==> config.mk <==
export PLATFORM = sky130hd
export DESIGN_NAME = exec_unit
export DESIGN_NICKNAME = d
export VERILOG_FILES = /design/src/rtl/exec_pkg.sv /design/src/rtl/push_mem.sv /design/src/rtl/exec_unit.sv
export SDC_FILE = /design/constraint.sdc
export NUM_CORES = 2
export LEC_CHECK = 0
export BUFFER_PORTS_ARGS = -buffer_cell sky130_fd_sc_hd__buf_2
export CORE_MARGIN = 2
export CORE_UTILIZATION = 56
export CTS_CLUSTER_DIAMETER = 50
export DETAILED_ROUTE_END_ITERATION = 7
export PLACE_DENSITY = 0.79
export SYNTH_ARGS = -nofsm -noshare
export SYNTH_HDL_FRONTEND = slang
export SYNTH_SLANG_ARGS = --single-unit
==> constraint.sdc <==
create_clock -name clk -period 10 [get_ports clk]
set_input_delay 1 -clock clk [delete_from_list [all_inputs] [get_ports clk]]
set_output_delay 1 -clock clk [all_outputs]
set_load 0.02 [all_outputs]
==> src/rtl/exec_pkg.sv <==
// package for the shift, branch, bit and software interrupt executor
// assumes one core clock; the fetch path supplies decoded operations
// Summary of operation
// - a left shift moves the operand up one bit and puts zero in bit 0.
// - the shift puts old bit 15, or bit 7 in 8-bit width, into carry.
// - branch on bits clear is taken only if every selected bit is 0.
// - branch on bits set is taken only if every selected bit is 1.
// - branch on carry clear is taken only when carry is 0.
// - branch on carry set is taken only when carry is 1.
// - branch if equal is taken only when the zero flag is 1.
// - branch if nonzero is taken only when the zero flag is 0.
// - branch if minus is taken only when the negative flag is 1.
// - branch if plus is taken only when the negative flag is 0.
// - branch on overflow clear is taken only when overflow is 0.
// - branch on overflow set is taken only when overflow is 1.
// - a relative jump adds the offset; bank steps on carry or borrow.
// - soft interrupt: pc+2, push bank, pc and status, vector, bank 0.
// - clear memory bit writes 0 to selected bits and keeps the others.
package exec_pkg;
   // ==========================================================
   // operations
   typedef enum logic [3:0] {
      OP_NONE     = 4'h0, OP_SHL      = 4'h1, OP_BITS_CLR = 4'h2,
      OP_BITS_SET = 4'h3, OP_C_CLR    = 4'h4, OP_C_SET    = 4'h5,
      OP_Z_SET    = 4'h6, OP_Z_CLR    = 4'h7, OP_N_SET    = 4'h8,
      OP_N_CLR    = 4'h9, OP_V_CLR    = 4'ha, OP_V_SET    = 4'hb,
      OP_JMP      = 4'hc, OP_SOFT     = 4'hd, OP_CLRB     = 4'he
   } op_e;
   typedef enum logic [2:0] {
      ST_IDLE     = 3'h0, ST_P_BANK    = 3'h1, ST_P_CNT_HI  = 3'h2,
      ST_P_CNT_LO = 3'h3, ST_P_STAT_HI = 3'h4, ST_P_STAT_LO = 3'h5
   } st_e;
   // ==========================================================
   // constants
   localparam logic [15:0] SOFT_PC_STEP  = 16'h0002;
   localparam logic [7:0]  SOFT_BANK     = 8'h00;
   localparam logic [15:0] PC_RESET      = 16'h0000;
   localparam logic [15:0] SP_RESET      = 16'h01ff;
   localparam int          MSB_WIDE      = 15;
   localparam int          MSB_NARROW    = 7;
endpackage

==> src/rtl/push_mem.sv <==
// stack memory written by the soft interrupt push sequence
// assumes writes and reads share the core clock
`timescale 1ns/1ps
module push_mem (
   // clock
   input  wire logic       clk,
   // write port
   input  wire logic       we,
   input  wire logic [7:0] waddr,
   input  wire logic [7:0] wdata,
   // read port, registered
   input  wire logic [7:0] raddr,
   output logic      [7:0] rdata
);
   logic [7:0] mem [256];
   always_ff @(posedge clk) begin
      if (we) begin
         mem[waddr] <= wdata;
      end
      rdata <= mem[raddr];
   end
endmodule

==> src/rtl/exec_unit.sv <==
// executor for shift, bit test/clear, branches and soft interrupt
// assumes op_valid is a one-cycle pulse, no new op while busy is high
`timescale 1ns/1ps
module exec_unit (
   // clock and reset
   input  wire logic        clk,
   input  wire logic        arst_n,
   // operation request
   input  wire logic        op_valid,
   input  wire logic [3:0]  op_code,
   input  wire logic [15:0] operand,
   input  wire logic [15:0] bit_mask,
   input  wire logic [15:0] offset,
   input  wire logic        narrow_m,
   input  wire logic        len_next,
   // flags in
   input  wire logic        flag_c,
   input  wire logic        flag_z,
   input  wire logic        flag_n,
   input  wire logic        flag_v,
   // state in
   input  wire logic [15:0] status_in,
   input  wire logic [15:0] vector_in,
   input  wire logic [7:0]  stack_raddr,
   // results
   output logic [15:0]      result_ff,
   output logic             result_valid_ff,
   output logic             carry_out_ff,
   output logic             carry_we_ff,
   output logic             branch_taken_ff,
   output logic [15:0]      pc_ff,
   output logic [7:0]       bank_ff,
   output logic [15:0]      sp_ff,
   output logic             busy_ff,
   output logic [7:0]       stack_rdata
);
   typedef struct packed {
      exec_pkg::st_e st;
      logic [15:0]   res;
      logic          rv;
      logic          co;
      logic          cwe;
      logic          tk;
      logic [15:0]   pc;
      logic [7:0]    bank;
      logic [15:0]   sp;
      logic [15:0]   vec;
      logic [15:0]   stat;
      logic          bsy;
   } state_s;

   state_s st_ff;
   state_s nxt_st;
   logic          push_we;
   logic [7:0]    push_data;
   logic [15:0]   seq_pc;
   logic [16:0]   jsum;
   logic          cond;
   logic [15:0]   shl_val;
   logic          shl_c;

   // ==========================================================
   // combinational helpers
   always_comb begin
      // fall through address; len_next: 1 = three-byte form
      seq_pc  = st_ff.pc + (len_next ? 16'h0003 : 16'h0002);
      shl_val = {operand[14:0], 1'b0};
      shl_c   = narrow_m ? operand[exec_pkg::MSB_NARROW]
                         : operand[exec_pkg::MSB_WIDE];
      jsum    = {1'b0, st_ff.pc} + {1'b0, offset};
      case (exec_pkg::op_e'(op_code))
         exec_pkg::OP_BITS_CLR: cond = ~|(operand & bit_mask);
         exec_pkg::OP_BITS_SET: cond = &(operand | ~bit_mask);
         exec_pkg::OP_C_CLR:    cond = !flag_c;
         exec_pkg::OP_C_SET:    cond = flag_c;
         exec_pkg::OP_Z_SET:    cond = flag_z;
         exec_pkg::OP_Z_CLR:    cond = !flag_z;
         exec_pkg::OP_N_SET:    cond = flag_n;
         exec_pkg::OP_N_CLR:    cond = !flag_n;
         exec_pkg::OP_V_CLR:    cond = !flag_v;
         exec_pkg::OP_V_SET:    cond = flag_v;
         default:          cond = 1'b0;
      endcase
   end

   // ==========================================================
   // next state
   always_comb begin
      nxt_st     = st_ff;
      nxt_st.rv  = 1'b0;
      nxt_st.cwe = 1'b0;
      nxt_st.tk  = 1'b0;
      push_we    = 1'b0;
      push_data  = 8'h00;
      case (st_ff.st)
         exec_pkg::ST_IDLE: begin
            if (op_valid) begin
               case (exec_pkg::op_e'(op_code))
                  exec_pkg::OP_NONE: begin
                     nxt_st.pc = st_ff.pc;
                  end
                  exec_pkg::OP_SHL: begin
                     nxt_st.res = shl_val;
                     nxt_st.rv  = 1'b1;
                     nxt_st.co  = shl_c;
                     nxt_st.cwe = 1'b1;
                  end
                  exec_pkg::OP_CLRB: begin
                     nxt_st.res = operand & ~bit_mask;
                     nxt_st.rv  = 1'b1;
                  end
                  exec_pkg::OP_JMP: begin
                     nxt_st.pc = jsum[15:0];
                     nxt_st.tk = 1'b1;
                     // carry out of a forward step, borrow of a back step
                     if (!offset[15] && jsum[16]) begin
                        nxt_st.bank = st_ff.bank + 8'h01;
                     end else if (offset[15] && !jsum[16]) begin
                        nxt_st.bank = st_ff.bank - 8'h01;
                     end
                  end
                  exec_pkg::OP_SOFT: begin
                     nxt_st.pc   = st_ff.pc + exec_pkg::SOFT_PC_STEP;
                     nxt_st.vec  = vector_in;
                     nxt_st.stat = status_in;
                     nxt_st.bsy  = 1'b1;
                     nxt_st.st   = exec_pkg::ST_P_BANK;
                  end
                  default: begin
                     // conditional branches
                     nxt_st.tk = cond;
                     nxt_st.pc = cond ? seq_pc + offset : seq_pc;
                  end
               endcase
            end
         end
         exec_pkg::ST_P_BANK: begin
            push_we   = 1'b1;
            push_data = st_ff.bank;
            nxt_st.sp = st_ff.sp - 16'h0001;
            nxt_st.st = exec_pkg::ST_P_CNT_HI;
         end
         exec_pkg::ST_P_CNT_HI: begin
            push_we   = 1'b1;
            push_data = st_ff.pc[15:8];
            nxt_st.sp = st_ff.sp - 16'h0001;
            nxt_st.st = exec_pkg::ST_P_CNT_LO;
         end
         exec_pkg::ST_P_CNT_LO: begin
            push_we   = 1'b1;
            push_data = st_ff.pc[7:0];
            nxt_st.sp = st_ff.sp - 16'h0001;
            nxt_st.st = exec_pkg::ST_P_STAT_HI;
         end
         exec_pkg::ST_P_STAT_HI: begin
            push_we   = 1'b1;
            push_data = st_ff.stat[15:8];
            nxt_st.sp = st_ff.sp - 16'h0001;
            nxt_st.st = exec_pkg::ST_P_STAT_LO;
         end
         exec_pkg::ST_P_STAT_LO: begin
            push_we     = 1'b1;
            push_data   = st_ff.stat[7:0];
            nxt_st.sp   = st_ff.sp - 16'h0001;
            nxt_st.pc   = st_ff.vec;
            nxt_st.bank = exec_pkg::SOFT_BANK;
            nxt_st.tk   = 1'b1;
            nxt_st.bsy  = 1'b0;
            nxt_st.st   = exec_pkg::ST_IDLE;
         end
         default: begin
            nxt_st.st  = exec_pkg::ST_IDLE;
            nxt_st.bsy = 1'b0;
         end
      endcase
   end

   always_ff @(posedge clk or negedge arst_n) begin
      if (!arst_n) begin
         st_ff      <= '0;
         st_ff.st   <= exec_pkg::ST_IDLE;
         st_ff.pc   <= exec_pkg::PC_RESET;
         st_ff.sp   <= exec_pkg::SP_RESET;
      end else begin
         st_ff <= nxt_st;
      end
   end

   // stack only keeps the low byte of the pointer
   push_mem u_stack (
      .clk   (clk),
      .we    (push_we),
      .waddr (st_ff.sp[7:0]),
      .wdata (push_data),
      .raddr (stack_raddr),
      .rdata (stack_rdata)
   );

   always_comb begin
      result_ff       = st_ff.res;
      result_valid_ff = st_ff.rv;
      carry_out_ff    = st_ff.co;
      carry_we_ff     = st_ff.cwe;
      branch_taken_ff = st_ff.tk;
      pc_ff           = st_ff.pc;
      bank_ff         = st_ff.bank;
      sp_ff           = st_ff.sp;
      busy_ff         = st_ff.bsy;
   end

   // ==========================================================
   // checks
   a_shift_zero_in: assert property (@(posedge clk)
      disable iff (!arst_n)
      op_valid && !busy_ff && op_code == 4'h1 |=>
      result_ff[15:1] == $past(operand[14:0]) && !result_ff[0])
      else $error("shift result wrong");
   a_shift_carry: assert property (@(posedge clk)
      disable iff (!arst_n)
      op_valid && !busy_ff && op_code == 4'h1 |=>
      carry_out_ff == ($past(narrow_m) ? $past(operand[7])
                                       : $past(operand[15])))
      else $error("shift carry wrong");
   a_bits_clear_br: assert property (@(posedge clk)
      disable iff (!arst_n)
      op_valid && !busy_ff && op_code == 4'h2 |=>
      branch_taken_ff == (($past(operand) & $past(bit_mask)) == 16'h0000))
      else $error("bits clear branch wrong");
   a_bits_set_br: assert property (@(posedge clk)
      disable iff (!arst_n)
      op_valid && !busy_ff && op_code == 4'h3 |=>
      branch_taken_ff ==
      (($past(operand) & $past(bit_mask)) == $past(bit_mask)))
      else $error("bits set branch wrong");
   a_carry_clear_br: assert property (@(posedge clk)
      disable iff (!arst_n)
      op_valid && !busy_ff && op_code == 4'h4 |=>
      branch_taken_ff == !$past(flag_c))
      else $error("carry clear branch wrong");
   a_equal_br: assert property (@(posedge clk)
      disable iff (!arst_n)
      op_valid && !busy_ff && op_code == 4'h6 |=>
      branch_taken_ff == $past(flag_z))
      else $error("equal branch wrong");
   a_clear_bits: assert property (@(posedge clk)
      disable iff (!arst_n)
      op_valid && !busy_ff && op_code == 4'he |=>
      (result_ff & $past(bit_mask)) == 16'h0000 &&
      (result_ff | $past(bit_mask)) == ($past(operand) | $past(bit_mask)))
      else $error("bit clear wrong");
   a_soft_sequence: assert property (@(posedge clk)
      disable iff (!arst_n)
      op_valid && !busy_ff && op_code == 4'hd |=> busy_ff [*5] ##1
      (!busy_ff && bank_ff == 8'h00 && pc_ff == $past(vector_in, 6) &&
       sp_ff == $past(sp_ff, 6) - 16'h0005))
      else $error("soft interrupt sequence wrong");
   c_soft: cover property (@(posedge clk) op_valid && op_code == 4'hd);
   c_jump_carry: cover property (@(posedge clk)
      op_valid && op_code == 4'hc && jsum[16] && !offset[15]);
   c_branch_taken: cover property (@(posedge clk) branch_taken_ff);
endmodule

Word-level counts from Yosys, hierarchy flattened
Memories as Yosys holds them, arrays and structs flattened. A register that Yosys moved wholly into a read port is not among the register bits.
Cells that the tools add are included.
W data, S select, Z words.
- bitwise logic cells: 5
- reduce and logical (&&, ||, !) cells: 26
- equal/unequal tests: 24
- multiplexer cells: 23
- add/subtract/negate cells: 7
- operators with widths (cell ; count):
    $pmux W25 S2 ; 1
    $pmux W16 S3 ; 1
    $mux W47 ; 1
    $pmux W8 S5 ; 1
    $pmux W17 S2 ; 1
    $and A16 B16 Y16 ; 2
    $eq A4 B4 Y1 const B ; 7
    $mux W8 ; 3
    $add A16 B16 Y17 ; 1
    $add A16 B16 Y16 ; 1
    $add A16 B2 Y16 ; 1
    $add A16 B2 Y16 const B ; 1
    $eq A4 B3 Y1 const B ; 4
    $mux W16 ; 1
    $not A16 Y16 ; 1
    $or A16 B16 Y16 ; 1
    $reduce_and A16 Y1 ; 1
    $reduce_or A16 Y1 ; 1
    $sub A16 B1 Y16 const B ; 1
    $pmux W3 S5 ; 1
    $reduce_and A3 Y1 ; 5
    $pmux W1 S10 ; 1
    $add A8 B1 Y8 const B ; 1
    $eq A4 B2 Y1 const B ; 2
    other kinds (23) ; 44
- word-level logic and storage cells: 98
- memories kept: 1
- flip-flop bits (word level): 96
- output and inout port bits: 69
- RAM bits: 2048
- input port bits: 101
- memories (memory ; words ; bits a word ; rd ports ; clocked after Yosys merged registers in ; write ports ; line ; source):
    u_stack.mem ; 256 ; 8 ; 1 ; 1 ; 1 ; push_mem.sv:15 ; logic [7:0] mem [256];

Longest topological paths before layout
- word-level depth: 8
- depth in mapped cells: 22
- depth with buffers taken out: 22

Modules after synthesis
Synthesis repeated with hierarchy kept, for this count alone.
- cells, all modules: 4591
- area total of the unflattened synthesis: 87161.1 um^2
- by module, submodules not included (module ; seq. area each (um^2) ; area an instance (um^2) ; instances ; cells each):
    push_mem ; 61659.1 ; 79556.3 ; 1 ; 3733
    exec_unit ; 2413.6 ; 7604.8 ; 1 ; 858

Worst setup path before layout
Ideal clock, no wire load.
- kind: register to register
- start point: register st_ff[93] in the netlist's numbering
- end point: memory u_stack.mem[0][0] (data pin)
- path slack: 170 ps
- arrival: 8245 ps
- data required time: 8415 ps
- stages on the path, launching flop included: 5
- cells stage by stage: dfrtp_1 > clkbuf_1 > clkbuf_1 > mux2i_1 > o22ai_1
- cells in the longest elaborated chain, start to end: 2
- elaborated cells on any way between the ends: 6
- ends and longest elaborated chain (what ; line ; source):
    from (decl) ; exec_unit.sv:52 ; state_s st_ff;
    from (signal assigned) ; exec_unit.sv:185 ; st_ff <= nxt_st;
    $eq A3 B3 Y1 (tied with other cells) ; exec_unit.sv:95 ; case (st_ff.st)
    $pmux W8 S5 * ; exec_unit.sv:95 ;
    named net push_data[0] ; exec_unit.sv:55 ; logic [7:0] push_data;
    to (decl) ; push_mem.sv:15 ;
Mark *: on every way through the listed nets, which the timed path passes. The rest lies on a longest branch.

Final worst setup path
- start point: register st_ff, in the netlist pc_ff[1]
- end point: register st_ff, in the netlist bank_ff[7]
- cells in the longest elaborated chain, start to end: 6
- elaborated cells on any way between the ends: 10
- ends and longest elaborated chain (what ; line ; source):
    $add A16 B16 Y17 * ; exec_unit.sv:70 ; jsum = {1'b0, st_ff.pc} + {1'b0, offset};
    $logic_and A1 B1 Y1 ; exec_unit.sv:116 ; if (!offset[15] && jsum[16]) begin
    $mux W8 ; exec_unit.sv:116 ;
    $mux W8 ; exec_unit.sv:98 ; case (exec_pkg::op_e'(op_code))
    $mux W47 ; exec_unit.sv:97 ; if (op_valid) begin
    $pmux W25 S2 ; exec_unit.sv:95 ;
Every way passes the cells marked *; elsewhere a longest branch is shown, timed or not. The select of a mux whose other input is x is not followed.
A chain may end at the register's enable or synchronous reset.

==> results.ini <==
[global_route]
grt_max_degree = 257
grt_pass1_wl_um = 307300
grt_pass1_vias = 44210
grt_overflow = 0
antenna_found_initial = 2
grt.total_usage_pct = 26.82

[critical_path]
cp_data_required_time_ps = 10740
path_class = flip-flop to flip-flop
critPathLaunch = pc_ff[1]
path_max_fanout = 9
arrival_ps = 5600
r2r_slack_ps = 5140
rr_worst_depth = 21
crit_path_start_kind = flip-flop
rr_endpoint = bank_ff[7]
reg2reg_from = pc_ff[1]
endpoint_kind = flip-flop

[drt]
drt-pass1-iter-count = 6
avgRoutedWirePerCell_um = 32.08
highest_layer = met5
wl_met1_um = 75530
drt_iter0_drc = 6223
drc = 0
antenna_left = 0
wl_met2_um = 103300
wl_met3_um = 23150
drt_wl_total_um = 209500
vias = 43760
via_per_inst = 6.699

[floorplan]
pin_count = 170
die_h_um = 397.7
rows = 144
die_w_um = 397.7
start_util_pct = 56.36
fp.coreArea_um2 = 154000
die_area_um2 = 158200

[synthesis]
synth-seq-area-share_pct = 73.80
async_flop_share_pct = 4.461
yosysWarnings = 0
synth_top_area_share_pct = 70.83
synth_area_leaders = edfxtp_1, mux4_2, dfrtp_1, nor2_1, ha_1
yosys.area.top_type = edfxtp_1
yosysMostFrequentCell = edfxtp_1
synth_edf_count = 2048
ys_seq_elements = 2152
synth_common_cells = edfxtp_1, mux4_2, nor2_1, clkbuf_1, dfrtp_1
synthDistinctLibCells = 67
syn-cell-area_um2 = 86820
synth_ff_type = edfxtp_1
synth_nets = 4331
syn_avg_cell_area_um2 = 20.78
synthCells = 4178

[clock_network]
root_buffer = clkbuf_16
clock_latency_ps = 860
clk_pin_slew_worst_paths_ps = 60
ctsHoldBuffers = 0
cts_setup_buffers = 0
tritoncts = yes
cts.sinks = 2152
h-tree-depth = 4
cts_buffer_depth = 3
cts_resized = 0
cts_inserted_buffers = 209

[timing]
clock_skew_ps = 70.32
final.setup.tns_ps = 0
setup_violations = 0
grt_setup_unrepaired = no
worstMarginPinSlew_ps = 1430
max_freq_mhz = 205.7
maxSlewHeadroom_pct = 4.652
period_needed_ps = 4863
timing.final.crit_share_pct = 48.63
final_max_slew_viol_count = 0
setup_slack_ps = 5137
hold_viol = 0

[power_and_ir_drop]
peakVddDrop_uv = 344.7
powerDensity_nw_per_um2 = 245.8
p_leak_nw = 30.99

[place]
gp_congestion = 0.8970
port_buffers = 169
place_ws_ps = 4558
dp_hpwl_um = 117200

[outcome]
run_status = completed

[job]
max-cap-violations = 0

[finish]
nFillCells = 9911
num-nets-final = 4459
utilization_pct = 62.39
area_growth_pct = 10.69
drive_above_1_share_pct = 27.77

[worst_hold_path]
hold_path_class = input port to asynchronous set/reset pin

-- critical path, stage by stage (launching register included) --
cell and delay, ps:
dfrtp_1 530, inv_1 160, fa_1 450, nor2b_1 130, o21a_1 140, o21a_1 220
a21oi_1 110, a211o_1 320, o21bai_1 140, a21oi_1 90, o21ai_0 210, ha_1 230
inv_1 170, ha_1 350, a21oi_1 220, a21boi_0 150, o21ai_0 230, a21boi_0 150
o21ai_0 230, a21oi_1 120, o31a_1 280, mux2i_1 150
-- kinds of logic after synthesis --
logic type / Yosys count / share of synthesized area [%]
AO/OA/AOI/OAI: 258 / 1.979
adder cells (fa/ha/maj): 52 / 0.7753
XOR/XNOR: 63 / 0.6355
buffers and inverters: 346 / 1.868
flip-flops: 2152 / 73.80
AND/OR/NAND/NOR: 558 / 2.780
multiplexers: 749 / 18.16
-- flip-flops by register name, summed over array words and instances (netlist names) --
register and flops:
carry_out_ff 1, bank_ff 8, carry_we_ff 1, result_ff 16, result_valid_ff 1, busy_ff 1, sp_ff 16, pc_ff 16
branch_taken_ff 1, u_stack.rdata 8, st_ff 35, u_stack.mem 2048
-- placed cells by master, fill, tap and decap left out, types with 49 or more instances in the layout --
master,instances
dfrtp_1,87
ha_1,49
nand2_1,84
o21ai_0,55
mux4_2,657
nor2_1,312
edfxtp_1,2048
buf_2,163
mux2i_1,50
clkbuf_16,210
-- through the flow --
stage / area, um2 / total power [mW] / instances / hold slack [ps]
final: 96110 / 23.62 / 6532 / 196.2
after global routing: 96100 / 24.33 / 6528 / 211.7
after CTS: 96100 / 23.63 / 6528 / 167.6
after floorplan: 86820 / 15.04 / 4178 / 446.0
after global placement: 89470 / 15.86 / 6139 / 460.5
after detailed placement: 89470 / 16.06 / 6139 / 465.3
-- worst max-delay path by stage --
stage / to / slack, ps / cells after the start
after floorplan: u_stack.mem[0][0] / 170 / 4
after global placement: bank_ff[7] / 4610 / 23
after detailed placement: u_stack.rdata[3] / 4560 / 9
after CTS: bank_ff[7] / 5150 / 21
after global routing: bank_ff[7] / 4660 / 21
final: bank_ff[7] / 5140 / 21
-- power breakdown --
part	internal (mW)	total [mW]	leakage [nW]	switching [mW]
Combinational	1.07	4.09	7.64	3.02
Clock	4.23	7.64	3.24	3.42
Sequential	11.6	11.9	20.1	0.310
Total	16.9	23.6	31.0	6.75
-- per-layer routing --
metal / global-route usage [%] / vias to the layer above
met3: 6.263 / 400
met2: 42.84 / 2926
met1: 36.89 / 22920
li1: - / 17510
met4: 9.071 / 2
met5: 0 / -
-- final cells by class --
cell class              count  area, um2  area share (%)
diodes                      4      10.01         0.01042
multi-input cells        1680      21250           22.11
well taps                2044       2557           2.661
clock buffers             260       5483           5.705
inverters                  39      146.4          0.1523
repair buffers            224       1445           1.504
clock inverters           129       1139           1.185
flip-flops and latches   2152      64070           66.67
No activity file was read; power rests on OpenSTA's default activity.
